## src/verilog/cgs_pkg.sv

```systemverilog
// constants, types and register layout of the clock gating and device status block
// assumes a single 40 MHz system clock and a serial port decoder that issues word accesses
package cgs_pkg;

  // ---------------------------------------------------------------
  // register map
  // ---------------------------------------------------------------
  localparam int          CGS_ADDR_W      = 8;
  localparam int          CGS_DATA_W      = 16;
  localparam logic [7:0]  CGS_ADDR_GATE   = 8'h00;
  localparam logic [7:0]  CGS_ADDR_STS    = 8'h01;
  localparam logic [15:0] CGS_GATE_RESET  = 16'h0000;
  localparam logic [15:0] CGS_GATE_WR_MASK = 16'h097F;
  localparam logic [7:0]  CGS_STS_RESET   = 8'h00;
  localparam logic [3:0]  CGS_CFG_SEL_RESET = 4'h4;
  localparam logic [3:0]  CGS_USER_CFG_NUM = 4'h4;

  // gating register bit positions
  localparam int CGS_GATE_DIG   = 11;
  localparam int CGS_GATE_ACT_B = 5;
  localparam int CGS_GATE_ACT_A = 4;
  localparam int CGS_GATE_LOS_C = 3;
  localparam int CGS_GATE_LOS_B = 2;
  localparam int CGS_GATE_LOS_A = 1;

  // status register bit positions
  localparam int CGS_STS_APLL_TMO = 7;
  localparam int CGS_STS_OTP_TMO  = 6;
  localparam int CGS_STS_BIAS_TMO = 5;
  localparam int CGS_STS_FALLBACK = 4;
  localparam int CGS_STS_READY    = 3;
  localparam int CGS_STS_LOADED   = 0;
  localparam int CGS_LOADED_W     = 2;

  // ---------------------------------------------------------------
  // timing
  // ---------------------------------------------------------------
  localparam int unsigned CGS_CLK_HZ       = 40_000_000;
  localparam int unsigned CGS_BIAS_TMO_MS  = 2;
  localparam int unsigned CGS_OTP_TMO_MS   = 10;
  localparam int unsigned CGS_APLL_TMO_MS  = 2;
  localparam int unsigned CGS_BIAS_TMO_CYC = CGS_BIAS_TMO_MS * (CGS_CLK_HZ / 1000);
  localparam int unsigned CGS_OTP_TMO_CYC  = CGS_OTP_TMO_MS * (CGS_CLK_HZ / 1000);
  localparam int unsigned CGS_APLL_TMO_CYC = CGS_APLL_TMO_MS * (CGS_CLK_HZ / 1000);
  localparam int unsigned CGS_OSC_WAIT_CYC = 1024;
  localparam int          CGS_TMR_W        = 24;
  localparam int          CGS_OSC_W        = 16;

  // ---------------------------------------------------------------
  // types
  // ---------------------------------------------------------------
  typedef enum logic [2:0] {
    ST_BIAS,
    ST_OTP_COMMON,
    ST_OTP_USER,
    ST_APLL,
    ST_DONE
  } cgs_state_type;

  typedef struct packed {
    logic dig;
    logic act_b;
    logic act_a;
    logic los_c;
    logic los_b;
    logic los_a;
  } cgs_gate_type;

  typedef struct packed {
    cgs_gate_type en;
  } cgs_cg_state_type;

  typedef struct packed {
    cgs_state_type              state;
    logic [CGS_TMR_W-1:0]       tmr;
    logic [CGS_DATA_W-1:0]      gate;
    logic [7:0]                 sts;
    logic [CGS_DATA_W-1:0]      rdata;
    logic                       rvalid;
    logic                       div_prev;
    logic                       div_seen;
    logic [CGS_OSC_W-1:0]       osc_cnt;
  } cgs_top_state_type;

endpackage

```

## src/verilog/cgs_clk_gate.sv

```systemverilog
// glitch-free clock enables for the gated logic blocks
// assumes gated logic uses the enables on sys_clk, so a change lands only on a clock edge
`timescale 1ns/1ps
module cgs_clk_gate
  import cgs_pkg::*;
(
  input  wire logic         sys_clk,
  input  wire logic         rst_n,
  input  wire cgs_gate_type gate_req,
  output cgs_gate_type      clk_en
);

  cgs_cg_state_type q;
  cgs_cg_state_type next_q;

  // ---------------------------------------------------------------
  // enable register
  // ---------------------------------------------------------------
  always_comb
  begin
    next_q    = q;
    next_q.en = ~gate_req;
  end

  // registered enables switch only between whole clock periods
  always_ff @(posedge sys_clk or negedge rst_n)
  begin
    if (!rst_n)
      q.en <= '1;
    else
      q <= next_q;
  end

  assign clk_en = q.en;

endmodule

```

## src/verilog/cgs_top.sv

```systemverilog
// clock gating register, startup sequencer and device status register
// assumes the serial port decoder gives one-cycle word accesses synchronous to sys_clk
`timescale 1ns/1ps
module cgs_top
  import cgs_pkg::*;
#(
  parameter int unsigned BIAS_TMO = CGS_BIAS_TMO_CYC,
  parameter int unsigned OTP_TMO  = CGS_OTP_TMO_CYC,
  parameter int unsigned APLL_TMO = CGS_APLL_TMO_CYC,
  parameter int unsigned OSC_WAIT = CGS_OSC_WAIT_CYC
)(
  input  wire logic                  sys_clk,
  input  wire logic                  nrst,
  input  wire logic                  reg_cs,
  input  wire logic                  reg_wr,
  input  wire logic [CGS_ADDR_W-1:0] reg_addr,
  input  wire logic [CGS_DATA_W-1:0] reg_wdata,
  output logic [CGS_DATA_W-1:0]      reg_rdata,
  output logic                       reg_rd_valid,
  input  wire logic [3:0]            config_sel,
  input  wire logic                  sysclk_div_out,
  output logic                       ring_osc_sel,
  output logic                       bias_cal_req,
  input  wire logic                  bias_cal_done,
  output logic                       otp_load_req,
  output logic                       otp_load_user,
  output logic [3:0]                 otp_load_sel,
  input  wire logic                  otp_load_done,
  output logic                       apll_lock_req,
  input  wire logic                  apll_locked,
  output logic                       startup_done,
  output cgs_gate_type               blk_clk_en
);

  // ---------------------------------------------------------------
  // elaboration checks
  // ---------------------------------------------------------------
  if (BIAS_TMO < 1 || OTP_TMO < 1 || APLL_TMO < 1 || BIAS_TMO >= (1 << CGS_TMR_W)
      || OTP_TMO >= (1 << CGS_TMR_W) || APLL_TMO >= (1 << CGS_TMR_W))
  begin : g_tmr_chk
    $error("cgs_top: timeout count out of range");
  end
  if (OSC_WAIT < 1 || OSC_WAIT >= (1 << CGS_OSC_W))
  begin : g_osc_chk
    $error("cgs_top: oscillator wait count out of range");
  end

  localparam logic [CGS_TMR_W-1:0] BIAS_LAST = CGS_TMR_W'(BIAS_TMO - 1);
  localparam logic [CGS_TMR_W-1:0] OTP_LAST  = CGS_TMR_W'(OTP_TMO - 1);
  localparam logic [CGS_TMR_W-1:0] APLL_LAST = CGS_TMR_W'(APLL_TMO - 1);
  localparam logic [CGS_OSC_W-1:0] OSC_LAST  = CGS_OSC_W'(OSC_WAIT - 1);

  // ---------------------------------------------------------------
  // reset release
  // ---------------------------------------------------------------
  logic rst_meta;
  logic rst_n;

  always_ff @(posedge sys_clk or negedge nrst)
  begin
    if (!nrst)
    begin
      rst_meta <= 1'b0;
      rst_n    <= 1'b0;
    end
    else
    begin
      rst_meta <= 1'b1;
      rst_n    <= rst_meta;
    end
  end

  // ---------------------------------------------------------------
  // state
  // ---------------------------------------------------------------
  cgs_top_state_type q;
  cgs_top_state_type next_q;
  cgs_gate_type      gate_req;
  logic              locked;
  logic              user_cfg;
  logic              acc;

  assign locked   = q.gate[CGS_GATE_DIG];
  assign user_cfg = (config_sel < CGS_USER_CFG_NUM);
  assign acc      = reg_cs && !locked;

  always_comb
  begin
    next_q        = q;
    next_q.rvalid = 1'b0;
    next_q.tmr    = q.tmr + 1'b1;

    // register access
    if (acc && reg_wr)
    begin
      if (reg_addr == CGS_ADDR_GATE)
        next_q.gate = reg_wdata & CGS_GATE_WR_MASK;
    end
    else if (acc)
    begin
      next_q.rvalid = 1'b1;
      if (reg_addr == CGS_ADDR_GATE)
        next_q.rdata = q.gate & CGS_GATE_WR_MASK;
      else if (reg_addr == CGS_ADDR_STS)
        next_q.rdata = {{(CGS_DATA_W - 8){1'b0}}, q.sts};
      else
        next_q.rdata = '0;
    end

    // system clock divider watch, first sample after reset only arms the compare
    next_q.div_prev = sysclk_div_out;
    if (!q.div_seen && !q.sts[CGS_STS_FALLBACK])
    begin
      if (q.osc_cnt != '0 && sysclk_div_out != q.div_prev)
        next_q.div_seen = 1'b1;
      else if (q.osc_cnt == OSC_LAST)
        next_q.sts[CGS_STS_FALLBACK] = 1'b1;
      else
        next_q.osc_cnt = q.osc_cnt + 1'b1;
    end

    // startup sequence
    case (q.state)
      ST_BIAS:
      begin
        if (bias_cal_done || q.tmr == BIAS_LAST)
        begin
          next_q.sts[CGS_STS_BIAS_TMO] = !bias_cal_done;
          next_q.state                 = ST_OTP_COMMON;
          next_q.tmr                   = '0;
        end
      end
      ST_OTP_COMMON:
      begin
        if (otp_load_done && user_cfg)
          next_q.state = ST_OTP_USER;
        else if (otp_load_done)
        begin
          next_q.sts[CGS_STS_READY] = 1'b1;
          next_q.state              = ST_APLL;
          next_q.tmr                = '0;
        end
        else if (q.tmr == OTP_LAST)
        begin
          next_q.sts[CGS_STS_OTP_TMO] = 1'b1;
          next_q.state                = ST_APLL;
          next_q.tmr                  = '0;
        end
      end
      ST_OTP_USER:
      begin
        if (otp_load_done)
        begin
          next_q.sts[CGS_STS_READY] = 1'b1;
          next_q.sts[CGS_STS_LOADED +: CGS_LOADED_W] = config_sel[CGS_LOADED_W-1:0];
          next_q.state = ST_APLL;
          next_q.tmr   = '0;
        end
        else if (q.tmr == OTP_LAST)
        begin
          next_q.sts[CGS_STS_OTP_TMO] = 1'b1;
          next_q.state                = ST_APLL;
          next_q.tmr                  = '0;
        end
      end
      ST_APLL:
      begin
        if (apll_locked || q.tmr == APLL_LAST)
        begin
          next_q.sts[CGS_STS_APLL_TMO] = !apll_locked;
          next_q.state                 = ST_DONE;
        end
      end
      default:
        next_q.tmr = q.tmr;
    endcase
  end

  always_ff @(posedge sys_clk or negedge rst_n)
  begin
    if (!rst_n)
    begin
      q.state    <= ST_BIAS;
      q.tmr      <= '0;
      q.gate     <= CGS_GATE_RESET;
      q.sts      <= CGS_STS_RESET;
      q.rdata    <= '0;
      q.rvalid   <= 1'b0;
      q.div_prev <= 1'b0;
      q.div_seen <= 1'b0;
      q.osc_cnt  <= '0;
    end
    else
      q <= next_q;
  end

  // ---------------------------------------------------------------
  // clock gating
  // ---------------------------------------------------------------
  always_comb
  begin
    gate_req.dig   = q.gate[CGS_GATE_DIG];
    gate_req.act_b = q.gate[CGS_GATE_ACT_B];
    gate_req.act_a = q.gate[CGS_GATE_ACT_A];
    gate_req.los_c = q.gate[CGS_GATE_LOS_C];
    gate_req.los_b = q.gate[CGS_GATE_LOS_B];
    gate_req.los_a = q.gate[CGS_GATE_LOS_A];
  end

  cgs_clk_gate u_clk_gate (
    .sys_clk  (sys_clk),
    .rst_n    (rst_n),
    .gate_req (gate_req),
    .clk_en   (blk_clk_en)
  );

  // ---------------------------------------------------------------
  // outputs
  // ---------------------------------------------------------------
  assign reg_rdata     = q.rdata;
  assign reg_rd_valid  = q.rvalid;
  assign ring_osc_sel  = q.sts[CGS_STS_FALLBACK];
  assign bias_cal_req  = (q.state == ST_BIAS);
  assign otp_load_req  = (q.state == ST_OTP_COMMON) || (q.state == ST_OTP_USER);
  assign otp_load_user = (q.state == ST_OTP_USER);
  assign otp_load_sel  = config_sel;
  assign apll_lock_req = (q.state == ST_APLL);
  assign startup_done  = (q.state == ST_DONE);
endmodule

```

## config.mk

```make
export PLATFORM = sky130hd
export DESIGN_NAME = cgs_top
export DESIGN_NICKNAME = d
export VERILOG_FILES = /design/src/verilog/cgs_pkg.sv /design/src/verilog/cgs_clk_gate.sv /design/src/verilog/cgs_top.sv
export SDC_FILE = /design/constraint.sdc
export NUM_CORES = 1
export LEC_CHECK = 0
export BUFFER_PORTS_ARGS = -buffer_cell sky130_fd_sc_hd__clkbuf_2
export CORE_UTILIZATION = 56
export DETAILED_ROUTE_END_ITERATION = 7
export PLACE_DENSITY = 0.77
export SLEW_MARGIN = 20
export SYNTH_ARGS = -nofsm -noshare
export SYNTH_HDL_FRONTEND = slang
export SYNTH_SLANG_ARGS = --single-unit
```

## constraint.sdc

```tcl
create_clock -name sys_clk -period 3.4 [get_ports sys_clk]
set_clock_uncertainty 0.15 [all_clocks]
set_input_delay 0.68 -clock sys_clk [delete_from_list [all_inputs] [get_ports sys_clk]]
set_output_delay 0.68 -clock sys_clk [all_outputs]
set_load 0.01 [all_outputs]
```

## Word-level counts from Yosys, hierarchy flattened

Index checks and enable logic that the tools add are counted.

| word-level totals | value |
|---|---|
| bits of input ports | 36 |
| word-level logic and storage cells | 87 |
| output and inout bits | 33 |
| bits in registers | 82 |

| operators by class | value |
|---|---|
| $lt $le $gt $ge | 1 |
| reduce and logical (&&, ||, !) cells | 28 |
| bitwise logic cells | 4 |
| equal/unequal tests | 12 |
| mux-type cells | 19 |
| add/subtract/negate cells | 2 |

Operator list:

| kind | count |
|---|---|
| case mux 24 bit (4 select lines) | 1 |
| two-way mux 27 bit | 3 |
| adder 24 x 1 -> 24 bit (second input constant) | 1 |
| equality test 24 x 17 -> 1 bit (second input constant) | 1 |
| equality test 24 x 19 -> 1 bit (second input constant) | 1 |
| two-way mux 24 bit | 1 |
| adder 16 x 1 -> 16 bit (second input constant) | 1 |
| equality test 16 x 10 -> 1 bit (second input constant) | 1 |
| nonzero test 16 bit | 1 |
| AND reduction 2 bit | 7 |
| two-way mux 12 bit | 1 |
| case mux 3 bit (4 select lines) | 1 |
| AND reduction 3 bit | 3 |
| equality test 8 x 1 -> 1 bit (second input constant) | 1 |
| logical NOT 8 bit | 1 |
| two-way mux 8 bit | 1 |
| two-way mux 1 bit | 7 |
| equality test 3 x 2 -> 1 bit (second input constant) | 2 |
| two-way mux 3 bit | 2 |
| NOT 6 bit | 1 |
| logical AND 1 bit | 5 |
| logical NOT 1 bit | 5 |
| < comparator 4 x 3 -> 1 bit (second input constant) | 1 |
| != test 2 x 1 -> 1 bit (second input constant) | 2 |
| 10 further kinds | 15 |

## Longest topological paths before layout

Gate-level depths: netlist of run 1.

| logic depth | value |
|---|---|
| depth after elaboration | 5 |
| mapped depth | 9 |
| depth with buffers taken out | 7 |

## Hierarchy

Synthesis of run 1 repeated with hierarchy kept, for this count alone.

| second synthesis, totals | value |
|---|---|
| cell total of the unflattened synthesis | 417 |
| area total of the unflattened synthesis | 4005.1 um2 |

Modules (own cells, without submodules):

| module | area each (um2) | cells an instance | times used |
|---|---|---|---|
| cgs_top | 3824.9 | 405 | 1 |
| cgs_clk_gate | 180.2 | 12 | 1 |

## Worst setup path after synthesis of run 1

No wires, ideal clock.

| timing | value |
|---|---|
| path kind | in2reg |
| start point | input reg_addr[5] |
| end point | register q[43] in the netlist's numbering |
| stages | 6 |
| setup time | 0.125 ns |
| arrival | 2.105 ns |
| setup slack | 1.020 ns |
| path through | nor4_1 nand2_1 nor2_1 and4_1 clkbuf_1 mux2_2 |

| on the way | value |
|---|---|
| cells in the longest elaborated chain, start to end | 2 |

Ends and longest elaborated chain:

| what | line | source |
|---|---|---|
| start: declaration | cgs_top.sv:16 | `input wire logic [CGS_ADDR_W-1:0] reg_addr,` |
| logical NOT 8 bit | cgs_top.sv:96 | `if (reg_addr == CGS_ADDR_GATE)` |
| AND reduction 2 bit (no line) | n/a |  |
| end signal: assignment | cgs_top.sv:194 | `q <= next_q;` |
| end: declaration | cgs_top.sv:76 | `cgs_top_state_type q;` |

Every way passes these cells.
A chain may end at the register's enable or synchronous reset.

## Worst setup path after layout of run 1

| timing | value |
|---|---|
| start point | register q[85] in the netlist's numbering |
| end point | output apll_lock_req |

| on the way | value |
|---|---|
| cells in the longest elaborated chain, start to end | 1 |

Ends and longest elaborated chain:

| what | line | source |
|---|---|---|
| equality test 3 x 2 -> 1 bit | cgs_top.sv:227 | `assign apll_lock_req = (q.state == ST_APLL);` |
| end: declaration | cgs_top.sv:29 | `output logic apll_lock_req,` |

Every way passes these cells.

==> summary.md, run 1 <==
| Metric | Value |
|---|---|
| Net switching share of the total power | 21.7% |
| R2R Path Start | q[59] |
| Layout area overhead | 12.4% |
| Hpwl dp | 5400 microns |
| Core Area | between 6000 and 7000 sq um |
| Critical Path Start Type | register |
| Yosys Warn Count | 0 |
| Final hold violations | 0 |
| Most frequent cells in the layout | dfrtp_1, clkbuf_2, nand2_1, nor2_1, nand3_1 |
| Setup violators final | 0 |
| Max cap viols | 0 |
| RSZ-0062 raised after global routing | no |
| # IOs | 69 |
| Vias | about 3100 |
| P_int | 1450 uW |
| Seq/Total Area, Yosys | 50.0% |
| Maximum VDD drop | 202 uV |
| Starting Density | approximately three fifths |
| FP Rows | 30 |
| Hold WC Path Type | register to async pin |
| Routed WL per cell | 14.6 microns |
| WP depth | 4 |
| Slew HR | between 50% and 60% |
| IO buf count | 55 |
| Drc violations | 0 |
| Dominant cell type by area after synthesis | dfrtp_1 |
| P_leak | 0.00209 uW |
| DR iter-0 viols | 131 |
| Data required, critical path | between 2 and 3 ns |
| Total negative slack | 0 ns |
| PD cells | 410 nW/um^2 |
| #FFs+latches synth | 80 |
| CP top delay family | buffers and inverters |
| Reg2Reg Depth | 7 |
| Max Clk Rate | ~380 MHz |
| Worst EP arrival | ~1.8 ns |
| Antenna fix cells | 0 |
| Final layout net count | 486 |
| Global-route wire length before repair | 13900 microns |
| Final period demand of the worst path | between 2 and 3 ns |
| Die W | 86.8 microns |
| Post-CTS setup buffers | 0 |
| Vias per cell | 5.70 |
| Slew Viols, Final | 0 |
| Initial antenna violation count | 0 |
| Routed WL | 8000 microns |
| Clk root buf | clkbuf_8 |
| Multi-input gate area | 1730 sq um |
| Fillers | roughly 550 |
| WHS | 0.128 ns |
| Clk network pwr share | 42.9% |
| Netlist cell types | 61 |
| Dpl ws | 0.653 ns |
| Crit path max fanout | 20 |
| Slowest CP cell | dfrtp_1 |
| Worst setup path class | register to primary output |
| Worst setup startpoint | q[85] |
| Total GRT Usage | between 20% and 30% |
| Post-layout power | 1850 uW |
| Cells after Synth | 405 |
| CTS Buffer Depth | 2 |
| Post-DRT Antenna Nets | 0 |
| Synthesized area | ~4000 sq um |
| Status | completed |
| Switching power summed over all nets | between 400 and 500 uW |
| Clock net sink count | 80 |
| Syn Area/Cell | between 9 and 10 sq um |
| Global route total overflow | 0 |
| Flip-flop and latch area | between 2000 and 2500 sq um |
| Gate power share | under 10% |
| Commonest non-fill, non-tap cell in the layout | dfrtp_1 |
| CTS tree | done |
| Die area | roughly 7500 sq um |
| Largest cells by area after synthesis | dfrtp_1, dfstp_2, buf_4 |
| Worst-margin pin slew | 0.675 ns |
| Routability cong. | 0.841 |
| Share of Yosys cell area claimed by the top area cell type | 46.0% |
| Buf/Inv on CP | 3 |
| Die Ht | 86.8 microns |
| Vias in the first global route | roughly 3000 |
| Post-synth EDFFs | 0 |
| Skew-Pair Late Insertion Delay | 0.35 ns |
| FFs w/ async S/R, synth | 100% |
| CTS H-Tree Depth | 3 |
| Final worst path period share | a little under 80% |
| Final Worst Setup Slack | between 0.7 and 0.8 ns |
| Dominant synthesized flop cell | dfrtp_1 |
| CP endpoint kind | primary output |
| Post_cts resized | 0 |
| Layout cell share with drive strength beyond 1 | 23.7% |
| Num CTS Buffers | 9 |
| Sequential share of power | 53.0% |
| Largest net degree at the start of global routing | 79 |
| Drt first pass iters | 4 |
| Critical path cell sequence | buf_4 -> inv_1 -> and3_1 -> clkbuf_2 |
| CTS clock-pin slew for the worst setup and hold paths | roughly 0.08 ns |
| Worst path max stage delay | about 0.52 ns |
logic make-up after synthesis:
logic type | count (synthesis) | synth area share (%)
other cells | 2 | 0.187
fa+ha+maj | 3 | 0.933
compound gates | 80 | 13.9
simple gates | 157 | 21.3
xor+xnor | 18 | 3.92
buf+inv | 58 | 7.84
mux | 7 | 1.93
flops | 80 | 50.0
Yosys cell counts, types with 2 or more instances:
cell and instances:
xnor2_1 10, nand3_2 2, o211ai_1 3, xor2_1 8, inv_1 22, a21o_1 8, and2_1 5, nor2b_1 2
dfrtp_1 74, buf_2 3, nand2b_1 3, o311ai_0 3, or3_1 6, o21ai_0 14, o21ai_1 6, nor4_1 4
nand3_1 27, nor4_2 2, and3_1 4, or4_1 3, a31oi_1 5, a22oi_1 6, nor3b_1 2, and4_1 4
ha_1 3, a22o_1 2, clkbuf_1 11, nor2_1 29, buf_4 20, dfstp_2 6, nand2_1 32, a21oi_1 16
a211oi_1 2, mux2_2 6, o31ai_1 3, nand4_1 12, conb_1 2, nor3_1 12
state kept, by name, summed over array words and instances, names as in the netlist:
register,flops
q,54
reg_rdata,10
gate_req,6
u_clk_gate.clk_en,6
reg_rd_valid,1
ring_osc_sel,1
rst_meta,1
rst_n,1
stage by stage:
stage               instances  utilization, %  instance area [sq um]
floorplan                 410               -                   4040
global placement          530            61.9                   4250
detailed placement        530            61.9                   4250
CTS                       547            65.4                   4490
global route              548            65.8                   4520
finish                    548            65.8                   4520
power by group through the flow:
| stage | Clock [uW] | Combinational (uW) | Sequential (uW) |
|---|---|---|---|
| 2_1_floorplan | 0 | 46.5 | 1000 |
| 6_report | 795 | 76.7 | 982 |
| 4_1_cts | 807 | 63.5 | 993 |
| 3_5_place_dp | 0 | 62.0 | 1010 |
| 5_1_grt | 852 | 86.4 | 985 |
| 3_3_place_gp | 0 | 59.7 | 1010 |
metal layers:
metal / vias to the layer above / global-route usage, % / share of wire (%)
li1: 1513 / - / -
met1: 1528 / 30.1 / 46
met2: 69 / 40.3 / 49
met3: 12 / 5.14 / 3.7
met4: 0 / 8.94 / 1.7
met5: - / 0 / 0
final cells by class:
type | count | area share (%)
Clock inverter | 4 | 1.69
Tap cell | 96 | 2.66
Multi-Input combinational cell | 272 | 38.1
Inverter | 22 | 1.83
Clock buffer | 12 | 3.43
Sequential cell | 80 | 44.5
Timing Repair Buffer | 62 | 7.75
repair_timing:
action,CTS,global route
endpoints found under the setup margin,0,0
hold endpoints to repair,2,0
hold buffers,1,0
final timing paths:
path                                        endpoint  slack, ns
max in group asynchronous       u_clk_gate.clk_en[3]       2.33
worst max-delay path                   apll_lock_req       0.77
worst min-delay path                           q[83]       0.13
worst max register to register                 q[63]       0.81
min in group sys_clk                           rst_n       0.22
worst min register to register                 q[83]       0.13
Note: power is estimated with default switching activity, not from simulation.
==> run 2: changes to the inputs <==
- CORE_UTILIZATION: 56 -> 51
- PLACE_DENSITY: 0.77 -> 0.73
- clock period: 3.4 -> 2.3 ns (I/O delays scaled with it)
==> run 2 against run 1 <==
Worst hold slack worse by 0.082 ns; sequential power up 48%; clock-buffer cell count down 2; die area up 9.6%; global-route usage down 0.94 points; critical path type is now register to register.
==> summary.md, run 2 (synthesis results as in run 1) <==
| Metric | Value |
|---|---|
| Status | completed |
| Clock net sink count | 80 (unchanged) |
| Global route total overflow | 0 (unchanged) |
| WL met3 | 289 microns (-1.0%) |
| Worst setup path class | register to register |
| Crit path max fanout | 5 (-75%) |
| WHS | 0.0451 ns (-0.0825 ns) |
| Top sig layer | met4 |
| Setup violators final | 0 (unchanged) |
| Antenna fix cells | 0 (unchanged) |
| Initial antenna violation count | 0 (unchanged) |
| CP endpoint kind | register |
| Final worst path period share | 99.6% |
| CTS H-Tree Depth | 3 (unchanged) |
| Met2 WL post-DR | 4660 microns (+19%) |
| P_leak | 0.00237 uW (+13%) |
| Max cap viols | 0 (unchanged) |
| Post-layout power | 2840 uW (+53%) |
| Routed WL | 9120 microns (+14%) |
| Core Area | 7690 sq um (+12%) |
| PD cells | 560 nW/um^2 (+37%) |
| Vias | 3355 (+7.5%) |
| Skew-Pair Late Insertion Delay | 0.37 ns (+0.02 ns) |
| Critical Path Start Type | register |
| Worst EP arrival | 2.39 ns (+0.59 ns) |
| Vias in the first global route | 3331 (+11%) |
| Data required, critical path | 2.40 ns (-0.17 ns) |
| Final hold violations | 0 (unchanged) |
| Layout cell share with drive strength beyond 1 | 34.3% (+11 points) |
| Starting Density | 52.3% (-6.2 points) |
| RSZ-0062 raised after global routing | yes |
| Total negative slack | 0 ns (unchanged) |
| Vias per cell | 5.59 (-1.9%) |
| Drc violations | 0 (unchanged) |
| Largest net degree at the start of global routing | 63 (-20%) |
| Fillers | 597 (+8.2%) |
| FP Rows | 32 (+6.7%) |
| Num CTS Buffers | 9 (unchanged) |
| Final period demand of the worst path | 2.29 ns |
| Clk root buf | clkbuf_8 |
| Die Ht | 90.8 microns (+4.7%) |
| Final layout net count | 532 (+9.5%) |
| Final core occ | 66.0% (+0.18 points) |
| Global-route wire length before repair | 15000 microns (+8.2%) |
| Drt first pass iters | 4 (unchanged) |
| Most frequent cells in the layout | dfrtp_1, clkbuf_2, buf_4, nand2_1, nor2_1 |
| Post-DRT Antenna Nets | 0 (unchanged) |
| Hold WC Path Type | register to async pin |
| CTS Buffer Depth | 2 (unchanged) |
| Routability cong. | 0.859 (+2.1%) |
| Hpwl dp | 6140 microns (+14%) |
| Die area | 8250 sq um (+9.6%) |
| Multi-input gate area | 1900 sq um (+10%) |
| Flip-flop and latch area | 2010 sq um (about the same) |
| Largest register by flop count | q |
| CTS tree | done |
| Maximum VDD drop | 309 uV (+53%) |
| DR iter-0 viols | 132 (+0.76%) |
| CTS clock-pin slew for the worst setup and hold paths | 0.08 ns (about the same) |
| Slew Viols, Final | 0 (unchanged) |
| Routed WL per cell | 15.2 microns (+4.2%) |
| IO buf count | 55 (unchanged) |
| Max Clk Rate | 437 MHz |
| Total GRT Usage | 22.9% (-0.94 points) |
| Die W | 90.8 microns (+4.7%) |
| Wire length on met1 | 4030 microns (+11%) |
| R2r setup slk | 0.009 ns (-0.80 ns) |
| Commonest non-fill, non-tap cell in the layout | dfrtp_1 |
| Largest register FFs | 54 (unchanged) |
| Layout area overhead | 26.2% |
| # IOs | 69 (unchanged) |
run 2: path summary, 6_finish.rpt:
kind	cells after the start	endpoint	start
min in group sys_clk	1	q[17]	sysclk_div_out
max	6	q[60]	q[67]
max reg2reg	6	q[60]	q[67]
max in group asynchronous	1	u_clk_gate.clk_en[5]	rst_n
min	0	q[76]	rst_n
min reg2reg	0	q[76]	rst_n
run 2: critical path: stages (launching register included):
cell and delay (ns):
dfrtp_1 0.42, nor4b_4 0.38, nand4bb_4 0.21, o31ai_4 0.38, nand3_2 0.24, buf_4 0.20, a22o_1 0.20
run 2: through the flow:
stage,std cells,cell area [sq um],worst slack (ns)
after floorplan,410,4040,0.0286
after CTS,596,4890,0.0166
after global placement,577,4580,-0.0336
final,600,5080,0.00950
after detailed placement,577,4580,-0.113
after global routing,600,5080,-0.0444
run 2: cell type report:
cell class	count	share of cell area, %
clock inverters	6	2.29
multi-input cells	273	37.4
inverters	22	1.63
well taps	102	2.51
repair buffers	107	14.0
flip-flops and latches	80	39.7
clock buffers	10	2.51
run 2: what timing repair did:
action | in CTS | in global routing
pin swaps | 2 | 17
gates cloned | 1 | 0
endpoints found under the setup margin | 16 | 22
hold endpoints to repair | 2 | 0
hold buffers | 1 | 0
setup buffers | 1 | 4
gates resized for setup | 5 | 29
run 2: report_power, final:
part           total [uW]  switching, uW  leakage (uW)  internal, uW
clock network        1260            535      0.000121           729
logic                 130           75.6       0.00131          54.4
registers            1450           21.5      0.000941          1430
run 2: metal layers:
metal,vias up,global-route usage [%]
li1,1604,-
met1,1678,28.7
met2,58,38.4
met3,15,5.56
met4,0,8.20
met5,-,0
==> run 3: changes to the inputs <==
- BUFFER_PORTS_ARGS: -buffer_cell sky130_fd_sc_hd__clkbuf_2 -> -buffer_cell sky130_fd_sc_hd__buf_4
- HOLD_SLACK_MARGIN: default -> 0.03
==> run 3 against run 2 <==
Largest cell class unchanged; highest routed layer unchanged; via count fell by 2.6%; routed wire length fell by 4.7%; clock power fell by 6%; sequential share of layout area did not move; worst setup slack improved by 0.045 ns; die area did not move; power fell by 2.4%; register-to-register slack improved by 0.04 ns; sequential power barely moved.
==> summary.md, run 3 (synthesis results as in run 1) <==
| Metric | Value |
|---|---|
| Setup violators final | 0 (unchanged) |
| Worst EP arrival | 2.35 ns (-0.04 ns) |
| Status | completed |
| CP endpoint kind | register |
| Largest net degree at the start of global routing | 42 (-33%) |
| Layout cell share with drive strength beyond 1 | 32.3% (-2.1 points) |
| Starting Density | 52.3% (unchanged) |
| Slowest CP cell | or4_4 |
| FP Rows | 32 (unchanged) |
| Num CTS Buffers | 9 (unchanged) |
| Maximum VDD drop | 290 uV (-6.3%) |
| Worst setup path class | register to register |
| Global route total overflow | 0 (unchanged) |
| Skew-Pair Late Insertion Delay | 0.35 ns (-0.02 ns) |
| Hpwl dp | 6290 microns (+2.5%) |
| CTS H-Tree Depth | 3 (unchanged) |
| R2R Path Start | q[68] |
| Max cap viols | 0 (unchanged) |
| Die Ht | 90.8 microns (unchanged) |
| Worst path max stage delay | 0.60 ns (+0.18 ns) |
| Critical path cell sequence | or4_4 -> o311ai_4 -> and3_4 -> buf_4 -> nor3_1 -> a21o_1 |
| Slew Viols, Final | 0 (unchanged) |
| Post-DRT Antenna Nets | 0 (unchanged) |
| Worst reg2reg path endpoint | q[78] |
| Die W | 90.8 microns (unchanged) |
| IO buf count | 55 (unchanged) |
| Final period demand of the worst path | 2.25 ns (-0.0446 ns) |
| Final hold violations | 0 (unchanged) |
| Antenna fix cells | 0 (unchanged) |
| Hold WC Path Type | input pin to register |
| Worst-margin pin slew | about 0.53 ns |
| Largest register by flop count | q |
| Core Area | 7690 sq um (unchanged) |
| Buf/Inv on CP | 1 (unchanged) |
| R2r setup slk | 0.05 ns (+0.04 ns) |
| Reg2Reg Depth | 6 (unchanged) |
| Most frequent cells in the layout | buf_4, dfrtp_1, nand2_1, nor2_1, nand3_1 |
| CP top delay family | simple AND/OR/NAND/NOR gates |
| Fillers | 602 (+0.84%) |
| Data required, critical path | 2.40 ns (about the same) |
| Die area | 8250 sq um (unchanged) |
| Clk root buf | clkbuf_8 |
| Max Clk Rate | 445 MHz (+2.0%) |
| Crit path max fanout | 7 (+2) |
| Final Worst Setup Slack | 0.0541 ns (+0.0446 ns) |
| Global-route wire length before repair | 14700 microns (-2.4%) |
| Routability cong. | 0.845 (-1.6%) |
| Vias in the first global route | 3288 (-1.3%) |
| Vias | 3269 (-2.6%) |
| Slew HR | between 60% and 70% |
| Dpl ws | -0.0912 ns (+0.0219 ns) |
| Largest register FFs | 54 (unchanged) |
| # IOs | 69 (unchanged) |
| Critical Path Start Type | register |
| P_leak | 0.00237 uW (about the same) |
| Worst Hold Path EP | q[17] |
| Final layout net count | 533 (+0.19%) |
| Initial antenna violation count | 0 (unchanged) |
| Vias per cell | 5.44 (-2.7%) |
| Drc violations | 0 (unchanged) |
| Hold wc startpoint | sysclk_div_out |
| Clock net sink count | 80 (unchanged) |
| RSZ-0062 raised after global routing | yes |
| Commonest non-fill, non-tap cell in the layout | buf_4 |
| Routed WL per cell | 14.5 microns (-4.9%) |
| PD cells | 546 nW/um^2 (-2.4%) |
| Final worst path period share | 97.6% (-1.9 points) |
| CTS clock-pin slew for the worst setup and hold paths | 0.09 ns (about the same) |
| Drt first pass iters | 5 (+1) |
| Total GRT Usage | 22.3% (-0.57 points) |
| Hold path depth | 1 |
| Layout area overhead | 26.2% (unchanged) |
| CTS tree | done |
| Placed cells | 583 (+1.0%) |
| DR iter-0 viols | 166 (+26%) |
| CTS Buffer Depth | 2 (unchanged) |
| Routed WL | 8700 microns (-4.7%) |
| Final std cells w/o fill | 601 (+0.17%) |
[run 3: cell count changes in the layout (fill, tap and decap cells not counted), moves of 3 or more]
cell / change
buf_4: +62
clkbuf_2: -55
buf_6: -4
a31oi_1: +3
[run 3: stage by stage]
step | cell area (sq um) | total power (uW) | setup TNS, ns | hold slack, ns | util [%]
CTS | 5030 | 2800 | 0 | 0.0617 | 65.4
detailed placement | 4760 | 1620 | -0.743 | 0.0938 | 61.9
global route | 5080 | 2870 | -0.109 | 0.0619 | 66.0
finish | 5080 | 2770 | 0 | 0.0724 | 66.0
global placement | 4760 | 1610 | 0 | 0.0924 | 61.9
floorplan | 4040 | 1550 | 0 | 0.0144 | -
[run 3: worst max-delay path by stage]
stage	start	cells past startpoint	endpoint	slack [ns]
4_1_cts	q[73]	7	q[78]	0.02
5_1_grt	q[60]	7	q[81]	-0.04
6_report	q[68]	6	q[78]	0.05
3_3_place_gp	q[73]	7	q[78]	0.02
2_1_floorplan	q[84]	6	q[81]	0.03
3_5_place_dp	q[73]	7	q[70]	-0.09
[run 3: area by class of cell]
class | instances | area (sq um) | area share [%]
Sequential cell | 80 | 2010 | 39.7
Multi-Input combinational cell | 272 | 1790 | 35.3
Timing Repair Buffer | 109 | 833 | 16.4
Clock buffer | 10 | 138 | 2.71
Tap cell | 102 | 128 | 2.51
Clock inverter | 6 | 90.1 | 1.77
Inverter | 22 | 82.6 | 1.63
[run 3: report_power, final]
part	internal [uW]	total (uW)	switching, uW
Clock	647	1180	536
Sequential	1420	1450	28.8
Combinational	71.9	137	65.0
Total	2140	2770	630
[run 3: routing by layer]
metal / wire length [microns] / GRT usage, %
met1: 4010 / 28.5
met2: 4250 / 37.2
met3: 331 / 3.62
met4: 103 / 10.1
met5: 0 / 0
[run 3: repair_timing]
action / in CTS / in global routing
gates resized for setup: 3 / 9
buffers inserted: 0 / 1
endpoints found under the hold margin: 2 / 0
pin swaps: 0 / 5
setup endpoints to repair: 15 / 23
hold buffers: 1 / 0
